**src/rtl/preload_consts.svh**
```systemverilog
`ifndef PRELOAD_CONSTS_SVH
`define PRELOAD_CONSTS_SVH

// Register offsets
`define OFF_LOAD_CONTROL   5'h15
`define OFF_BER_PRESET     5'h18
`define OFF_ALARM_PRESET   5'h19
`define OFF_FRAME_PRESET   5'h1a
`define OFF_BPV_PRESET_HI  5'h1c
`define OFF_BPV_PRESET_LO  5'h1d
`define OFF_EBIT_PRESET    5'h1e
`define OFF_CRC4_PRESET    5'h1f
`define OFF_MODE_CONTROL   5'h14
`define OFF_BER_COUNT      5'h08
`define OFF_ALARM_COUNT    5'h09
`define OFF_FRAME_COUNT    5'h0a
`define OFF_BPV_COUNT_HI   5'h0c
`define OFF_BPV_COUNT_LO   5'h0d
`define OFF_EBIT_COUNT     5'h0e
`define OFF_CRC4_COUNT     5'h0f

// Trigger bit positions in the load control word
`define BIT_CRC4_LOAD      5
`define BIT_EBIT_LOAD      4
`define BIT_BPV_LOAD       3
`define BIT_FRAME_LOAD     2
`define BIT_ALARM_LOAD     1
`define BIT_BER_LOAD       0
`define TRIGGER_MASK       8'h3f

// Reset values
`define RST_LOAD_CONTROL   8'h00
`define RST_PRESET         8'h00
`define RST_MODE_CONTROL   8'h01
`define RST_COUNT          8'h00

`endif

```
**src/rtl/preload_pkg.sv**
```systemverilog
package preload_pkg;

  // Counters served by the preload logic
  typedef enum {
    CNT_BER,
    CNT_ALARM,
    CNT_FRAME,
    CNT_BPV,
    CNT_EBIT,
    CNT_CRC4
  } counter_id_t;

  typedef logic [7:0] byte_t;

endpackage : preload_pkg

```
**src/rtl/error_counter_preload.sv**
```systemverilog
// What this block does
// - CRC-4 trigger rise loads CRC-4 counter
// - E-bit trigger rise loads E-bit counter
// - Bipolar trigger rise loads bipolar counter
// - Bipolar preset is high and low byte
// - Frame trigger rise loads frame counter
// - Alarm trigger rise loads alarm counter
// - BER trigger rise loads BER counter
// - BER preset transferred whole, eight bits
// - Preload acts only in serial backplane mode
`timescale 1ns/100ps
`include "preload_consts.svh"

module error_counter_preload
  import preload_pkg::*;
(
  input  wire logic       clk,
  input  wire logic       rst_b,
  input  wire logic [4:0] addr,
  input  wire logic [7:0] wr_data,
  input  wire logic       wr_stb,
  input  wire logic       rd_stb,
  input  wire logic [5:0] count_inc,
  output logic      [7:0] rd_data,
  output logic      [7:0] ber_count,
  output logic      [7:0] alarm_crc_count,
  output logic      [7:0] frame_align_count,
  output logic     [15:0] bipolar_count,
  output logic      [7:0] ebit_count,
  output logic      [7:0] crc4_count,
  output logic      [5:0] load_pulse
);

  byte_t            counter_load_control;
  logic             serial_mode;
  logic [5:0]       trigger_rise;
  logic [5:0]       next_load;
  logic [5:0]       inc_meta;
  logic [5:0]       inc_sync;
  logic [5:0]       inc_sync_d;
  logic [5:0]       inc_rise;
  logic             store_wr;
  logic [2:0]       store_wr_addr;
  byte_t            next_rd_data;
  byte_t            presets [8];
  byte_t            ber_preset_bits;
  byte_t            alarm_crc_preset_bits;
  byte_t            frame_align_preset_bits;
  logic [15:0]      bipolar_preset_bits;
  byte_t            ebit_preset_bits;
  byte_t            crc4_preset_bits;

  // Preset offsets 18h..1fh, except 1bh, map to store slots 0..7 (slot 3 unused)
  function automatic logic is_preset(input logic [4:0] a);
    return (a[4:3] == 2'b11) && (a != 5'h1b);
  endfunction : is_preset

  // Unused counter bits read as zero, saturating increment
  function automatic byte_t bump8(input byte_t v);
    return (v == 8'hff) ? v : v + 8'h01;
  endfunction : bump8

  assign store_wr      = wr_stb && is_preset(addr);
  assign store_wr_addr = addr[2:0];

  preset_store #(
    .DEPTH (8)
  ) u_store (
    .clk       (clk),
    .rst_b     (rst_b),
    .wr_en     (store_wr),
    .wr_addr   (store_wr_addr),
    .wr_data   (wr_data),
    .rd_addr   (addr[2:0]),
    .rd_data   (),
    .all_words (presets)
  );

  assign ber_preset_bits         = presets[3'(`OFF_BER_PRESET)];
  assign alarm_crc_preset_bits   = presets[3'(`OFF_ALARM_PRESET)];
  assign frame_align_preset_bits = presets[3'(`OFF_FRAME_PRESET)];
  assign bipolar_preset_bits     = {presets[3'(`OFF_BPV_PRESET_HI)],
                                    presets[3'(`OFF_BPV_PRESET_LO)]};
  assign ebit_preset_bits        = presets[3'(`OFF_EBIT_PRESET)];
  assign crc4_preset_bits        = presets[3'(`OFF_CRC4_PRESET)];

  // Load control word, only the six trigger bits are held
  always_ff @(posedge clk) begin
    if (!rst_b) begin
      counter_load_control <= `RST_LOAD_CONTROL;
    end else if (wr_stb && addr == `OFF_LOAD_CONTROL) begin
      counter_load_control <= wr_data & `TRIGGER_MASK;
    end
  end

  // Mode control, bit 0 selects serial backplane mode
  always_ff @(posedge clk) begin
    if (!rst_b) begin
      serial_mode <= 1'(`RST_MODE_CONTROL);
    end else if (wr_stb && addr == `OFF_MODE_CONTROL) begin
      serial_mode <= wr_data[0];
    end
  end

  rise_detect #(
    .WIDTH (6)
  ) u_rise (
    .clk   (clk),
    .rst_b (rst_b),
    .level (counter_load_control[5:0]),
    .rise  (trigger_rise)
  );

  // Rising edges only, gated by mode
  assign next_load = serial_mode ? trigger_rise : 6'h00;

  always_ff @(posedge clk) begin
    if (!rst_b) begin
      load_pulse <= 6'h00;
    end else begin
      load_pulse <= next_load;
    end
  end

  // Increment inputs come from another domain: two stages, then edge
  always_ff @(posedge clk) begin
    if (!rst_b) begin
      inc_meta   <= 6'h00;
      inc_sync   <= 6'h00;
      inc_sync_d <= 6'h00;
    end else begin
      inc_meta   <= count_inc;
      inc_sync   <= inc_meta;
      inc_sync_d <= inc_sync;
    end
  end

  assign inc_rise = inc_sync & ~inc_sync_d;

  // BER counter
  always_ff @(posedge clk) begin
    if (!rst_b) begin
      ber_count <= `RST_COUNT;
    end else if (next_load[`BIT_BER_LOAD]) begin
      ber_count <= ber_preset_bits;
    end else if (inc_rise[CNT_BER]) begin
      ber_count <= bump8(ber_count);
    end
  end

  // Remote alarm and continuous CRC counter
  always_ff @(posedge clk) begin
    if (!rst_b) begin
      alarm_crc_count <= `RST_COUNT;
    end else if (next_load[`BIT_ALARM_LOAD]) begin
      alarm_crc_count <= alarm_crc_preset_bits;
    end else if (inc_rise[CNT_ALARM]) begin
      alarm_crc_count <= bump8(alarm_crc_count);
    end
  end

  // Errored frame alignment counter
  always_ff @(posedge clk) begin
    if (!rst_b) begin
      frame_align_count <= `RST_COUNT;
    end else if (next_load[`BIT_FRAME_LOAD]) begin
      frame_align_count <= frame_align_preset_bits;
    end else if (inc_rise[CNT_FRAME]) begin
      frame_align_count <= bump8(frame_align_count);
    end
  end

  // Bipolar violation counter, both bytes on one trigger
  always_ff @(posedge clk) begin
    if (!rst_b) begin
      bipolar_count <= 16'h0000;
    end else if (next_load[`BIT_BPV_LOAD]) begin
      bipolar_count <= bipolar_preset_bits;
    end else if (inc_rise[CNT_BPV] && bipolar_count != 16'hffff) begin
      bipolar_count <= bipolar_count + 16'h0001;
    end
  end

  // E-bit error counter
  always_ff @(posedge clk) begin
    if (!rst_b) begin
      ebit_count <= `RST_COUNT;
    end else if (next_load[`BIT_EBIT_LOAD]) begin
      ebit_count <= ebit_preset_bits;
    end else if (inc_rise[CNT_EBIT]) begin
      ebit_count <= bump8(ebit_count);
    end
  end

  // CRC-4 error counter
  always_ff @(posedge clk) begin
    if (!rst_b) begin
      crc4_count <= `RST_COUNT;
    end else if (next_load[`BIT_CRC4_LOAD]) begin
      crc4_count <= crc4_preset_bits;
    end else if (inc_rise[CNT_CRC4]) begin
      crc4_count <= bump8(crc4_count);
    end
  end

  // Read word chosen while the strobe is high, zero otherwise
  always_comb begin
    next_rd_data = 8'h00;
    if (rd_stb) begin
      case (addr)
        `OFF_LOAD_CONTROL:  next_rd_data = counter_load_control;
        `OFF_MODE_CONTROL:  next_rd_data = {7'h00, serial_mode};
        `OFF_BER_COUNT:     next_rd_data = ber_count;
        `OFF_ALARM_COUNT:   next_rd_data = alarm_crc_count;
        `OFF_FRAME_COUNT:   next_rd_data = frame_align_count;
        `OFF_BPV_COUNT_HI:  next_rd_data = bipolar_count[15:8];
        `OFF_BPV_COUNT_LO:  next_rd_data = bipolar_count[7:0];
        `OFF_EBIT_COUNT:    next_rd_data = ebit_count;
        `OFF_CRC4_COUNT:    next_rd_data = crc4_count;
        default: begin
          if (is_preset(addr)) begin
            next_rd_data = presets[addr[2:0]];
          end
        end
      endcase
    end
  end

  // Registered read data, stand only in the cycle after the strobe
  always_ff @(posedge clk) begin
    if (!rst_b) begin
      rd_data <= 8'h00;
    end else begin
      rd_data <= next_rd_data;
    end
  end

endmodule : error_counter_preload

```
**src/rtl/preset_store.sv**
```systemverilog
`timescale 1ns/100ps
`include "preload_consts.svh"

// Small store of preset words, registered read port
module preset_store
  import preload_pkg::*;
#(
  parameter int DEPTH = 8
) (
  input  wire logic                     clk,
  input  wire logic                     rst_b,
  input  wire logic                     wr_en,
  input  wire logic [$clog2(DEPTH)-1:0] wr_addr,
  input  wire byte_t                    wr_data,
  input  wire logic [$clog2(DEPTH)-1:0] rd_addr,
  output byte_t                         rd_data,
  output byte_t                         all_words [DEPTH]
);

  byte_t mem [DEPTH];

  // Word storage
  always_ff @(posedge clk) begin
    if (!rst_b) begin
      for (int i = 0; i < DEPTH; i++) begin
        mem[i] <= `RST_PRESET;
      end
    end else if (wr_en) begin
      mem[wr_addr] <= wr_data;
    end
  end

  // Registered read
  always_ff @(posedge clk) begin
    if (!rst_b) begin
      rd_data <= `RST_PRESET;
    end else begin
      rd_data <= mem[rd_addr];
    end
  end

  always_comb begin
    for (int i = 0; i < DEPTH; i++) begin
      all_words[i] = mem[i];
    end
  end

endmodule : preset_store

```
**src/rtl/rise_detect.sv**
```systemverilog
`timescale 1ns/100ps

// Rising edge finder over a bit vector
module rise_detect #(
  parameter int WIDTH = 6
) (
  input  wire logic             clk,
  input  wire logic             rst_b,
  input  wire logic [WIDTH-1:0] level,
  output logic      [WIDTH-1:0] rise
);

  logic [WIDTH-1:0] level_d;

  // Previous value, starts low like the control word
  always_ff @(posedge clk) begin
    if (!rst_b) begin
      level_d <= '0;
    end else begin
      level_d <= level;
    end
  end

  // High only on a 0 to 1 change
  assign rise = level & ~level_d;

endmodule : rise_detect

```
**config.mk**
```make
export PLATFORM = sky130hd
export DESIGN_NAME = error_counter_preload
export DESIGN_NICKNAME = d
export VERILOG_FILES = /design/src/rtl/preload_pkg.sv /design/src/rtl/error_counter_preload.sv /design/src/rtl/preset_store.sv /design/src/rtl/rise_detect.sv
export VERILOG_INCLUDE_DIRS = /design/src /design/src/rtl
export SDC_FILE = /design/constraint.sdc
export NUM_CORES = 1
export LEC_CHECK = 0
export BUFFER_PORTS_ARGS = -buffer_cell sky130_fd_sc_hd__buf_2
export CAP_MARGIN = 10
export CORE_MARGIN = 8
export CORE_UTILIZATION = 52
export DETAILED_ROUTE_END_ITERATION = 6
export HOLD_SLACK_MARGIN = 0.12
export PLACE_DENSITY = 0.78
export SLEW_MARGIN = 20
export SYNTH_ARGS = -nofsm -noshare
export SYNTH_HDL_FRONTEND = slang
export SYNTH_SLANG_ARGS = --single-unit
```
**constraint.sdc**
```tcl
create_clock -name clk -period 2 [get_ports clk]
set_input_delay 0.1 -clock clk [delete_from_list [all_inputs] [get_ports clk]]
set_output_delay 0.1 -clock clk [all_outputs]
set_load 0.02 [all_outputs]
```
==> out/qor.log, run 1 <==
INFO  floorplanning  core_area=0.0145mm²
INFO  status         run_status=completed
INFO  min_path       hold_path.class=in -> reg
INFO  timing         slew-limit-headroom=0.526
INFO  grt            antenna_found_initial=0
INFO  clock_tree     postCtsSetupBuffers=0
INFO  placement      gpl.final_weighted_congestion=1.01
INFO  synth          netlist_area=0.00766mm²
INFO  layout         final_cell_count_no_fill=1134
INFO  clock_tree     clock-root-buffer=clkbuf_16
INFO  synth          synth-warning-count=0
INFO  floorplanning  dieArea=0.0189mm²
INFO  timing         clock_skew=0.00853ns
INFO  timing         report.final.slew_viol_count=0
INFO  timing         min_period=1.81ns
INFO  grt            largest_net_degree_at_the_start_of_global_routing=50
INFO  synth          synthesis.instances=789
INFO  layout         layout-drive-gt1-share=0.216
INFO  critical_path  cp.required=2.29ns
INFO  layout         diodes=0
INFO  grt            grt_pass1_wl=36700µm
INFO  drt            route.vias.total=6966
INFO  timing         grt_setup_unrepaired=false
INFO  drt            route.final.wire_length=24200µm
INFO  floorplanning  die_width=137µm
INFO  power_and_ir_drop worst_ir_drop_vdd=0.000621V
INFO  timing         max_frequency=552MHz
INFO  critical_path  r2r_start=ebit_count[0]$_SDFFE_PN0P_
INFO  critical_path  regToRegSetupSlack=0.19ns
INFO  floorplanning  die_height=137µm
INFO  power_and_ir_drop cellLeakagePower=0.00364µW
INFO  floorplanning  count_of_pins_on_the_block_boundary=93
INFO  placement      dp_cells=1082
INFO  drt            drt_pre_antenna_iters=6
INFO  timing         fin_crit_sh=0.905
INFO  critical_path  criticalPathCategory=reg -> reg
INFO  synth          syn_area_per_cell=9.71µm²
INFO  drt            antenna_violating_nets_post_route=0
INFO  layout         synthToLayoutAreaGrowth=23.3%
INFO  synth          asyncSetResetFlopFracSynth=0
INFO  synth          synth_cell_type_count=70
INFO  power_and_ir_drop power_density=788mW/mm²
INFO  flow_run       drv.max_cap_violation_count=0
INFO  synth          synth_seq_cells=157
INFO  clock_tree     clk_pin_slew=0.06ns
INFO  critical_path  critical_path_source_type=flop
INFO  critical_path  critPathCaptureType=flop
INFO  placement      portBuffers=92
INFO  synth          synth.yosys.seq_area_share=0.484
INFO  drt            wl_per_cell=21.4µm
INFO  drt            drt_drc_violations_left=0
INFO  critical_path  worst_setup_path_end=rd_data[0]$_SDFF_PN0_
INFO  floorplanning  start_util=0.529
INFO  placement      detailed_place_hpwl=17800µm
INFO  clock_tree     htree_levels=4
INFO  clock_tree     total_clock_sinks=157
INFO  grt            gr-usage-all-layers=0.258
INFO  clock_tree     clock_tree_from_tritoncts=yes
INFO  clock_tree     ctsLongestPathBuffers=2
INFO  layout         nNetsFinal=966
INFO  clock_tree     clock_network_latency_to_the_later_pin_of_the_worst_skew_pair=0.43ns
INFO  grt            overflow=0
INFO  floorplanning  num_rows=44
INFO  drt            post_drt_via_cell_ratio=6.14
INFO  synth          syn-num-nets=818
INFO  timing         worst-slew-pin-transition=0.694ns
INFO  critical_path  timing.critical_path.fanout_max=5
INFO  critical_path  arrival=2.10ns
INFO  drt            detail_route.iter0.violations=850
INFO  timing         totalNegativeSetupSlack=0ns
INFO  critical_path  timing.rr.end=rd_data[0]$_SDFF_PN0_
INFO  timing         timing.final.hold_violations=0
INFO  power_and_ir_drop total_power=7430µW
INFO  layout         layout.filler_cells=1129
INFO  grt            vias_in_the_first_global_route=6474
INFO  critical_path  reg2reg_depth=6
INFO  clock_tree     cts_made_buffers=17
INFO  timing         report.final.setup_viol=0
INFO  synth          synth_enable_flop_cells=56
INFO  timing         hold_slack=0.197ns
INFO  synth          ys.flop_type=dfxtp_1
INFO  critical_path  crit_path_start=ebit_count[0]$_SDFFE_PN0P_
[cell usage in the layout (no fill, tap or decap), types with 10 or more instances in the layout]
cell / instances
a211oi_1: 15
a21oi_1: 38
and2_1: 80
buf_2: 92
buf_4: 56
clkbuf_16: 18
dfxtp_1: 101
dlygate4sd3_1: 20
edfxtp_1: 56
inv_1: 10
mux2_2: 14
mux2i_1: 23
nand2_1: 66
nand2b_1: 14
nand3_1: 30
nor2_1: 48
nor2b_1: 10
nor3_1: 13
o211ai_1: 10
o21ai_0: 54
o22ai_1: 11
xnor2_1: 23
xor2_1: 15
[routing by layer]
layer,vias up,GRT usage,wire [µm]
li1,3192,-,-
met1,3269,0.338,9670
met2,426,0.393,10700
met3,79,0.0587,2840
met4,0,0.127,966
met5,-,0,0
[cell usage after synthesis (all sizes together), types with 4 or more instances]
library cell	count	area, µm²
dfxtp	101	2020
and2	80	500
nand2	67	254
o21ai	58	290
edfxtp	56	1680
nor2	48	180
a21oi	38	190
nand3	30	150
clkbuf	28	105
mux2i	23	230
xnor2	23	201
a211oi	15	113
nand2b	15	93.8
xor2	15	131
mux2	14	158
nor3	14	75.1
buf	12	62.6
o22ai	11	68.8
inv	10	37.5
nor2b	10	62.6
o211ai	10	75.1
nand4	9	71.3
nand3b	8	60.1
nor4	7	73.8
o221ai	7	61.3
a221oi	6	52.6
ha	6	75.1
or3	6	42.5
a22oi	5	37.5
nand4b	5	43.8
and4	4	35.0
o31ai	4	30.0
[power breakdown]
| part | internal (µW) | switching, µW |
|---|---|---|
| clock | 2040 | 1310 |
| combinational | 220 | 339 |
| sequential | 3410 | 118 |
[sequential cells by signal (all words and copies together) (netlist names), 6 cells and up]
signal	cells
u_store.mem	56
bipolar_count	16
alarm_crc_count	8
ber_count	8
crc4_count	8
ebit_count	8
frame_align_count	8
rd_data	8
counter_load_control	6
inc_meta	6
inc_sync	6
inc_sync_d	6
load_pulse	6
u_rise.level_d	6
[worst max-delay path, cell delays in order, from the launching register on]
cell	delay (ns)
dfxtp_1	0.36
nor2b_1	0.17
a2111oi_0	0.56
buf_4	0.21
nor4_1	0.04
o311ai_1	0.27
a21oi_1	0.06
[stage by stage]
step | util | setup WS, ns | area, µm²
2_1_floorplan | - | 0.0253 | 7660
3_3_place_gp | 0.595 | 0.262 | 8620
3_5_place_dp | 0.595 | 0.213 | 8620
4_1_cts | 0.652 | 0.156 | 9440
5_1_grt | 0.652 | 0.0429 | 9440
6_report | 0.652 | 0.189 | 9440
[cell type report]
| class | instances | area (µm²) | share of cell area |
|---|---|---|---|
| clock buffers | 19 | 454 | 0.0481 |
| clock inverters | 13 | 161 | 0.0171 |
| inverters | 10 | 37.5 | 0.00398 |
| multi-input cells | 582 | 3750 | 0.397 |
| flip-flops and latches | 157 | 3700 | 0.392 |
| well taps | 184 | 230 | 0.0244 |
| repair buffers | 169 | 1100 | 0.117 |
[how the worst min path moves through the flow]
stage,from,end,cells past startpoint,slack (ns)
after floorplan,count_inc[0],inc_meta[0]$_SDFF_PN0_,1,0.23
after global placement,count_inc[1],inc_meta[1]$_SDFF_PN0_,2,0.30
after detailed placement,count_inc[4],inc_meta[4]$_SDFF_PN0_,2,0.31
after CTS,rst_b,rd_data[0]$_SDFF_PN0_,4,0.17
after global routing,rst_b,rd_data[0]$_SDFF_PN0_,4,0.22
final,rst_b,rd_data[0]$_SDFF_PN0_,4,0.20
[logic make-up (layout without fill, tap and decap cells)]
kind of cell               Yosys count  after routing  share of synthesized area
AOI/OAI and AO/OA                  184            184                      0.155
xor gates and xnor gates            38             38                     0.0435
adders and majority gates            6              6                    0.00980
buffers and inverters               50            211                     0.0268
DFF                                157            157                      0.484
muxes                               38             38                     0.0536
and+or+nand+nor                    316            316                      0.228
[what timing repair did]
action                                  CTS  global route
gates resized for setup                   0             1
endpoints found under the hold margin    47             0
endpoints found under the setup margin    0             8
hold buffers                             20             0
No activity file was read; power rests on OpenSTA's default activity.
==> run 2, diff against run 1 <==
--- a/config.mk
+++ b/config.mk
@@ -9,9 +9,11 @@
 export BUFFER_PORTS_ARGS = -buffer_cell sky130_fd_sc_hd__buf_2
 export CAP_MARGIN = 10
+export CELL_PAD_IN_SITES_DETAIL_PLACEMENT = 1
+export CELL_PAD_IN_SITES_GLOBAL_PLACEMENT = 1
 export CORE_MARGIN = 8
-export CORE_UTILIZATION = 52
+export CORE_UTILIZATION = 41
 export DETAILED_ROUTE_END_ITERATION = 6
 export HOLD_SLACK_MARGIN = 0.12
-export PLACE_DENSITY = 0.78
+export PLACE_DENSITY = 0.79
 export SLEW_MARGIN = 20
 export SYNTH_ARGS = -nofsm -noshare
==> constraint.sdc (replaced) <==
create_clock -name clk -period 2 [get_ports clk]
set_input_delay 0.1 -clock clk [delete_from_list [all_inputs] [get_ports clk]]
set_output_delay 0.1 -clock clk [all_outputs]
set_load 0.05 [all_outputs]
==> run 2 against run 1 <==
Sequential share of layout area rose by 0.092 points. Final cell count up 4.2%. Non-clock buffer count decreased by 3. First-iteration DRC count shrank 34%. Flip-flop and latch count unchanged. Utilization fell by 14 points. Clock power fell by 3%. Via count up 1.7%. Final area rose by 0.24%. Largest cell class unchanged.
==> out/qor.log, run 2 (synthesis results as in run 1) <==
INFO  critical_path  critPathCaptureType=flop [unchanged]
INFO  timing         finalWorstSetupSlack=0.0714ns [was 0.189 ns]
INFO  critical_path  slowest_library_cell_on_the_worst_path=dfxtp_2 [was a2111oi_0]
INFO  timing         max_frequency=519MHz [was 552 MHz]
INFO  critical_path  worst_setup_path_end=bipolar_count[0]$_SDFFE_PN0P_ [was rd_data[0]$_SDFF_PN0_]
INFO  drt            wl_per_cell=23.7µm [was 21.4 µm]
INFO  drt            post_drt_via_cell_ratio=6.00 [was 6.14]
INFO  layout         utilization=0.511 [was 0.652]
INFO  timing         min_period=1.93ns [was 1.81 ns]
INFO  timing         grt_setup_unrepaired=false [unchanged]
INFO  critical_path  cp.required=2.34ns [was 2.29 ns]
INFO  grt            grt_pass1_wl=42900µm [was 36700 µm]
INFO  placement      gpl.final_weighted_congestion=0.954 [was 1.01]
INFO  floorplanning  count_of_pins_on_the_block_boundary=93 [unchanged]
INFO  power_and_ir_drop netSwitchingPower=1870µW [was 1770 µW]
INFO  timing         timing.final.hold_violations=0 [unchanged]
INFO  critical_path  critical_path.most_common_cell=buf_4
INFO  placement      portBuffers=92 [unchanged]
INFO  critical_path  timing.critical_path.fanout_max=5 [unchanged]
INFO  timing         slew-limit-headroom=0.416 [was 0.526]
INFO  status         run_status=completed [unchanged]
INFO  power_and_ir_drop combPwrFrac=0.086 [was 0.075]
INFO  layout         regArea=0.00372mm² [was 0.00370 mm²]
INFO  clock_tree     clock-root-buffer=clkbuf_16 [unchanged]
INFO  critical_path  crit_path_start=bipolar_count[0]$_SDFFE_PN0P_ [was ebit_count[0]$_SDFFE_PN0P_]
INFO  clock_tree     htree_levels=4 [unchanged]
INFO  grt            vias_in_the_first_global_route=7343 [was 6474]
INFO  power_and_ir_drop total_power=7410µW [was 7430 µW]
INFO  timing         worst-slew-pin-transition=0.870ns [was 0.694 ns]
INFO  clock_tree     clock_network_latency_to_the_later_pin_of_the_worst_skew_pair=0.44ns [was 0.43 ns]
INFO  layout         synthToLayoutAreaGrowth=23.6% [was 23.3%]
INFO  critical_path  cp_cell_sequence=ha_4 -> nand4_1 -> nor4_4 -> buf_4 -> buf_4 -> nor2_1 -> xnor2_1 -> a211oi_1 [was nor2b_1 -> a2111oi_0 -> buf_4 -> nor4_1 -> o311ai_1 -> a21oi_1]
INFO  drt            drt_drc_violations_left=0 [unchanged]
INFO  grt            overflow=0 [unchanged]
INFO  layout         layout-drive-gt1-share=0.230 [was 0.216]
INFO  layout         largest_reg_flops=56 [unchanged]
INFO  placement      preCtsSetupSlack=0.0689ns [was 0.213 ns]
INFO  layout         register_with_the_most_flip_flops=u_store.mem [unchanged]
INFO  critical_path  critical-path-max-stage-delay=0.40ns [was 0.56 ns]
INFO  critical_path  timing.rr.end=bipolar_count[0]$_SDFFE_PN0P_ [was rd_data[0]$_SDFF_PN0_]
INFO  grt            gr-usage-all-layers=0.237 [was 0.258]
INFO  timing         fin_crit_sh=0.964 [was 0.905]
INFO  critical_path  regToRegSetupSlack=0.07ns [was 0.19 ns]
INFO  clock_tree     clock_tree_from_tritoncts=yes [unchanged]
INFO  layout         nNetsFinal=963 [was 966]
INFO  power_and_ir_drop swShare=0.253 [was 0.238]
INFO  floorplanning  num_rows=50 [was 44]
INFO  floorplanning  die_height=153µm [was 137 µm]
INFO  critical_path  critical_path_source_type=flop [unchanged]
INFO  timing         totalNegativeSetupSlack=0ns [unchanged]
INFO  power_and_ir_drop power.clock.fraction=0.439 [was 0.450]
INFO  placement      dp_cells=1130 [was 1082]
INFO  drt            route.final.wire_length=28000µm [was 24200 µm]
INFO  drt            drt_pre_antenna_iters=5 [was 6]
INFO  floorplanning  dieArea=0.0233mm² [was 0.0189 mm²]
INFO  min_path       hold_path.class=in -> reg [unchanged]
INFO  critical_path  arrival=2.27ns [was 2.10 ns]
INFO  critical_path  criticalPathCategory=reg -> reg [unchanged]
INFO  drt            route.vias.total=7087 [was 6966]
INFO  timing         clock_skew=0.0145ns [was 0.00853 ns]
INFO  power_and_ir_drop power.share.sequential=0.475 [about the same]
INFO  layout         layout.filler_cells=2134 [was 1129]
INFO  layout         layout_common_cells=92 x buf_2, 87 x dfxtp_1, 80 x and2_1 [was 101 x dfxtp_1, 92 x buf_2, 80 x and2_1]
INFO  clock_tree     cts_made_buffers=17 [unchanged]
INFO  timing         report.final.setup_viol=0 [unchanged]
INFO  timing         report.final.slew_viol_count=0 [unchanged]
INFO  power_and_ir_drop p_int=5540µW [was 5670 µW]
INFO  critical_path  reg2reg_depth=8 [was 6]
INFO  clock_tree     clk_pin_slew=0.06ns [about the same]
INFO  floorplanning  start_util=0.414 [was 0.529]
INFO  layout         final_common_cell=buf_2 [was dfxtp_1]
INFO  power_and_ir_drop power_density=783mW/mm² [was 788 mW/mm²]
INFO  placement      detailed_place_hpwl=20600µm [was 17800 µm]
INFO  flow_run       drv.max_cap_violation_count=0 [unchanged]
INFO  grt            largest_net_degree_at_the_start_of_global_routing=38 [was 50]
INFO  critical_path  r2r_start=bipolar_count[0]$_SDFFE_PN0P_ [was ebit_count[0]$_SDFFE_PN0P_]
INFO  grt            antenna_found_initial=1 [was 0]
INFO  power_and_ir_drop cellLeakagePower=0.00362µW [was 0.00364 µW]
INFO  floorplanning  core_area=0.0185mm² [was 0.0145 mm²]
INFO  power_and_ir_drop worst_ir_drop_vdd=0.000554V [was 0.000621 V]
INFO  layout         final_cell_count_no_fill=1182 [was 1134]
INFO  drt            detail_route.iter0.violations=557 [was 850]
INFO  clock_tree     ctsLongestPathBuffers=2 [unchanged]
INFO  clock_tree     total_clock_sinks=157 [unchanged]
INFO  layout         multi_input_comb_area=0.00376mm² [was 0.00375 mm²]
INFO  layout         layout_top_registers=u_store.mem (56), bipolar_count (16) [unchanged]
INFO  drt            antenna_violating_nets_post_route=0 [unchanged]
INFO  floorplanning  die_width=153µm [was 137 µm]
## run 2: changes by cell type in the layout (fill, tap and decap cells not counted), moves of 2 or more
cell and change:
buf_4 +2, clkbuf_1 +3, dfxtp_1 -14, dfxtp_2 +14, dlygate4sd3_1 -5, inv_6 -2
## run 2: final cells by class
cell class	count	area share
antenna	1	0.000264
clock buffer	22	0.0492
clock inverter	10	0.0122
inverter	10	0.00397
multi-input combinational	582	0.398
sequential	157	0.393
tap	234	0.0309
timing repair buffer	166	0.113
## run 2: metrics by stage
| stage | hold slack [ns] | area, µm² |
|---|---|---|
| detailed placement | 0.314 | 8690 |
| global placement | 0.306 | 8690 |
| CTS | 0.121 | 9420 |
| global route | 0.132 | 9460 |
| floorplan | 0.227 | 7680 |
| finish | 0.125 | 9460 |
## run 2: worst min-delay path by stage
stage / startpoint / endpoint / slack [ns] / depth (start not counted)
after detailed placement: count_inc[3] / inc_meta[3]$_SDFF_PN0_ / 0.31 / 2
after global placement: count_inc[5] / inc_meta[5]$_SDFF_PN0_ / 0.31 / 2
final: wr_stb / counter_load_control[2]$_SDFFE_PN0P_ / 0.12 / 4
after floorplan: count_inc[0] / inc_meta[0]$_SDFF_PN0_ / 0.23 / 1
after CTS: wr_stb / counter_load_control[2]$_SDFFE_PN0P_ / 0.12 / 4
after global routing: wr_data[6] / u_store.mem[7][6]$_SDFFCE_PN0P_ / 0.13 / 2
## run 2: power by group through the flow
| stage | clock, µW | combinational [µW] | sequential [µW] |
|---|---|---|---|
| 3_3_place_gp | 0 | 589 | 3580 |
| 6_report | 3250 | 638 | 3520 |
| 2_1_floorplan | 0 | 284 | 3620 |
| 3_5_place_dp | 0 | 603 | 3580 |
| 4_1_cts | 3280 | 631 | 3510 |
| 5_1_grt | 3400 | 672 | 3520 |
## run 2: worst max-delay path: cells and delay by family (launching register included)
family          cells  cell delay (ns)
simple gates        3             0.61
flops               1             0.40
buf+inv             2             0.27
compound gates      1             0.23
fa+ha+maj           1             0.18
xor+xnor            1             0.15
## run 2: what timing repair did
action	in CTS	in global routing
hold endpoints to repair	24	0
setup buffers	0	4
setup endpoints to repair	0	4
resized for setup	0	2
hold buffers	15	0
## run 2: per-layer routing
layer / share of wire / routed length, µm / GRT usage / vias up
met5: 0 / 0 / 0 / -
met4: 0.033 / 928 / 0.109 / 0
met3: 0.075 / 2110 / 0.0539 / 73
met2: 0.48 / 13400 / 0.382 / 321
met1: 0.42 / 11600 / 0.298 / 3517
li1: - / - / - / 3176
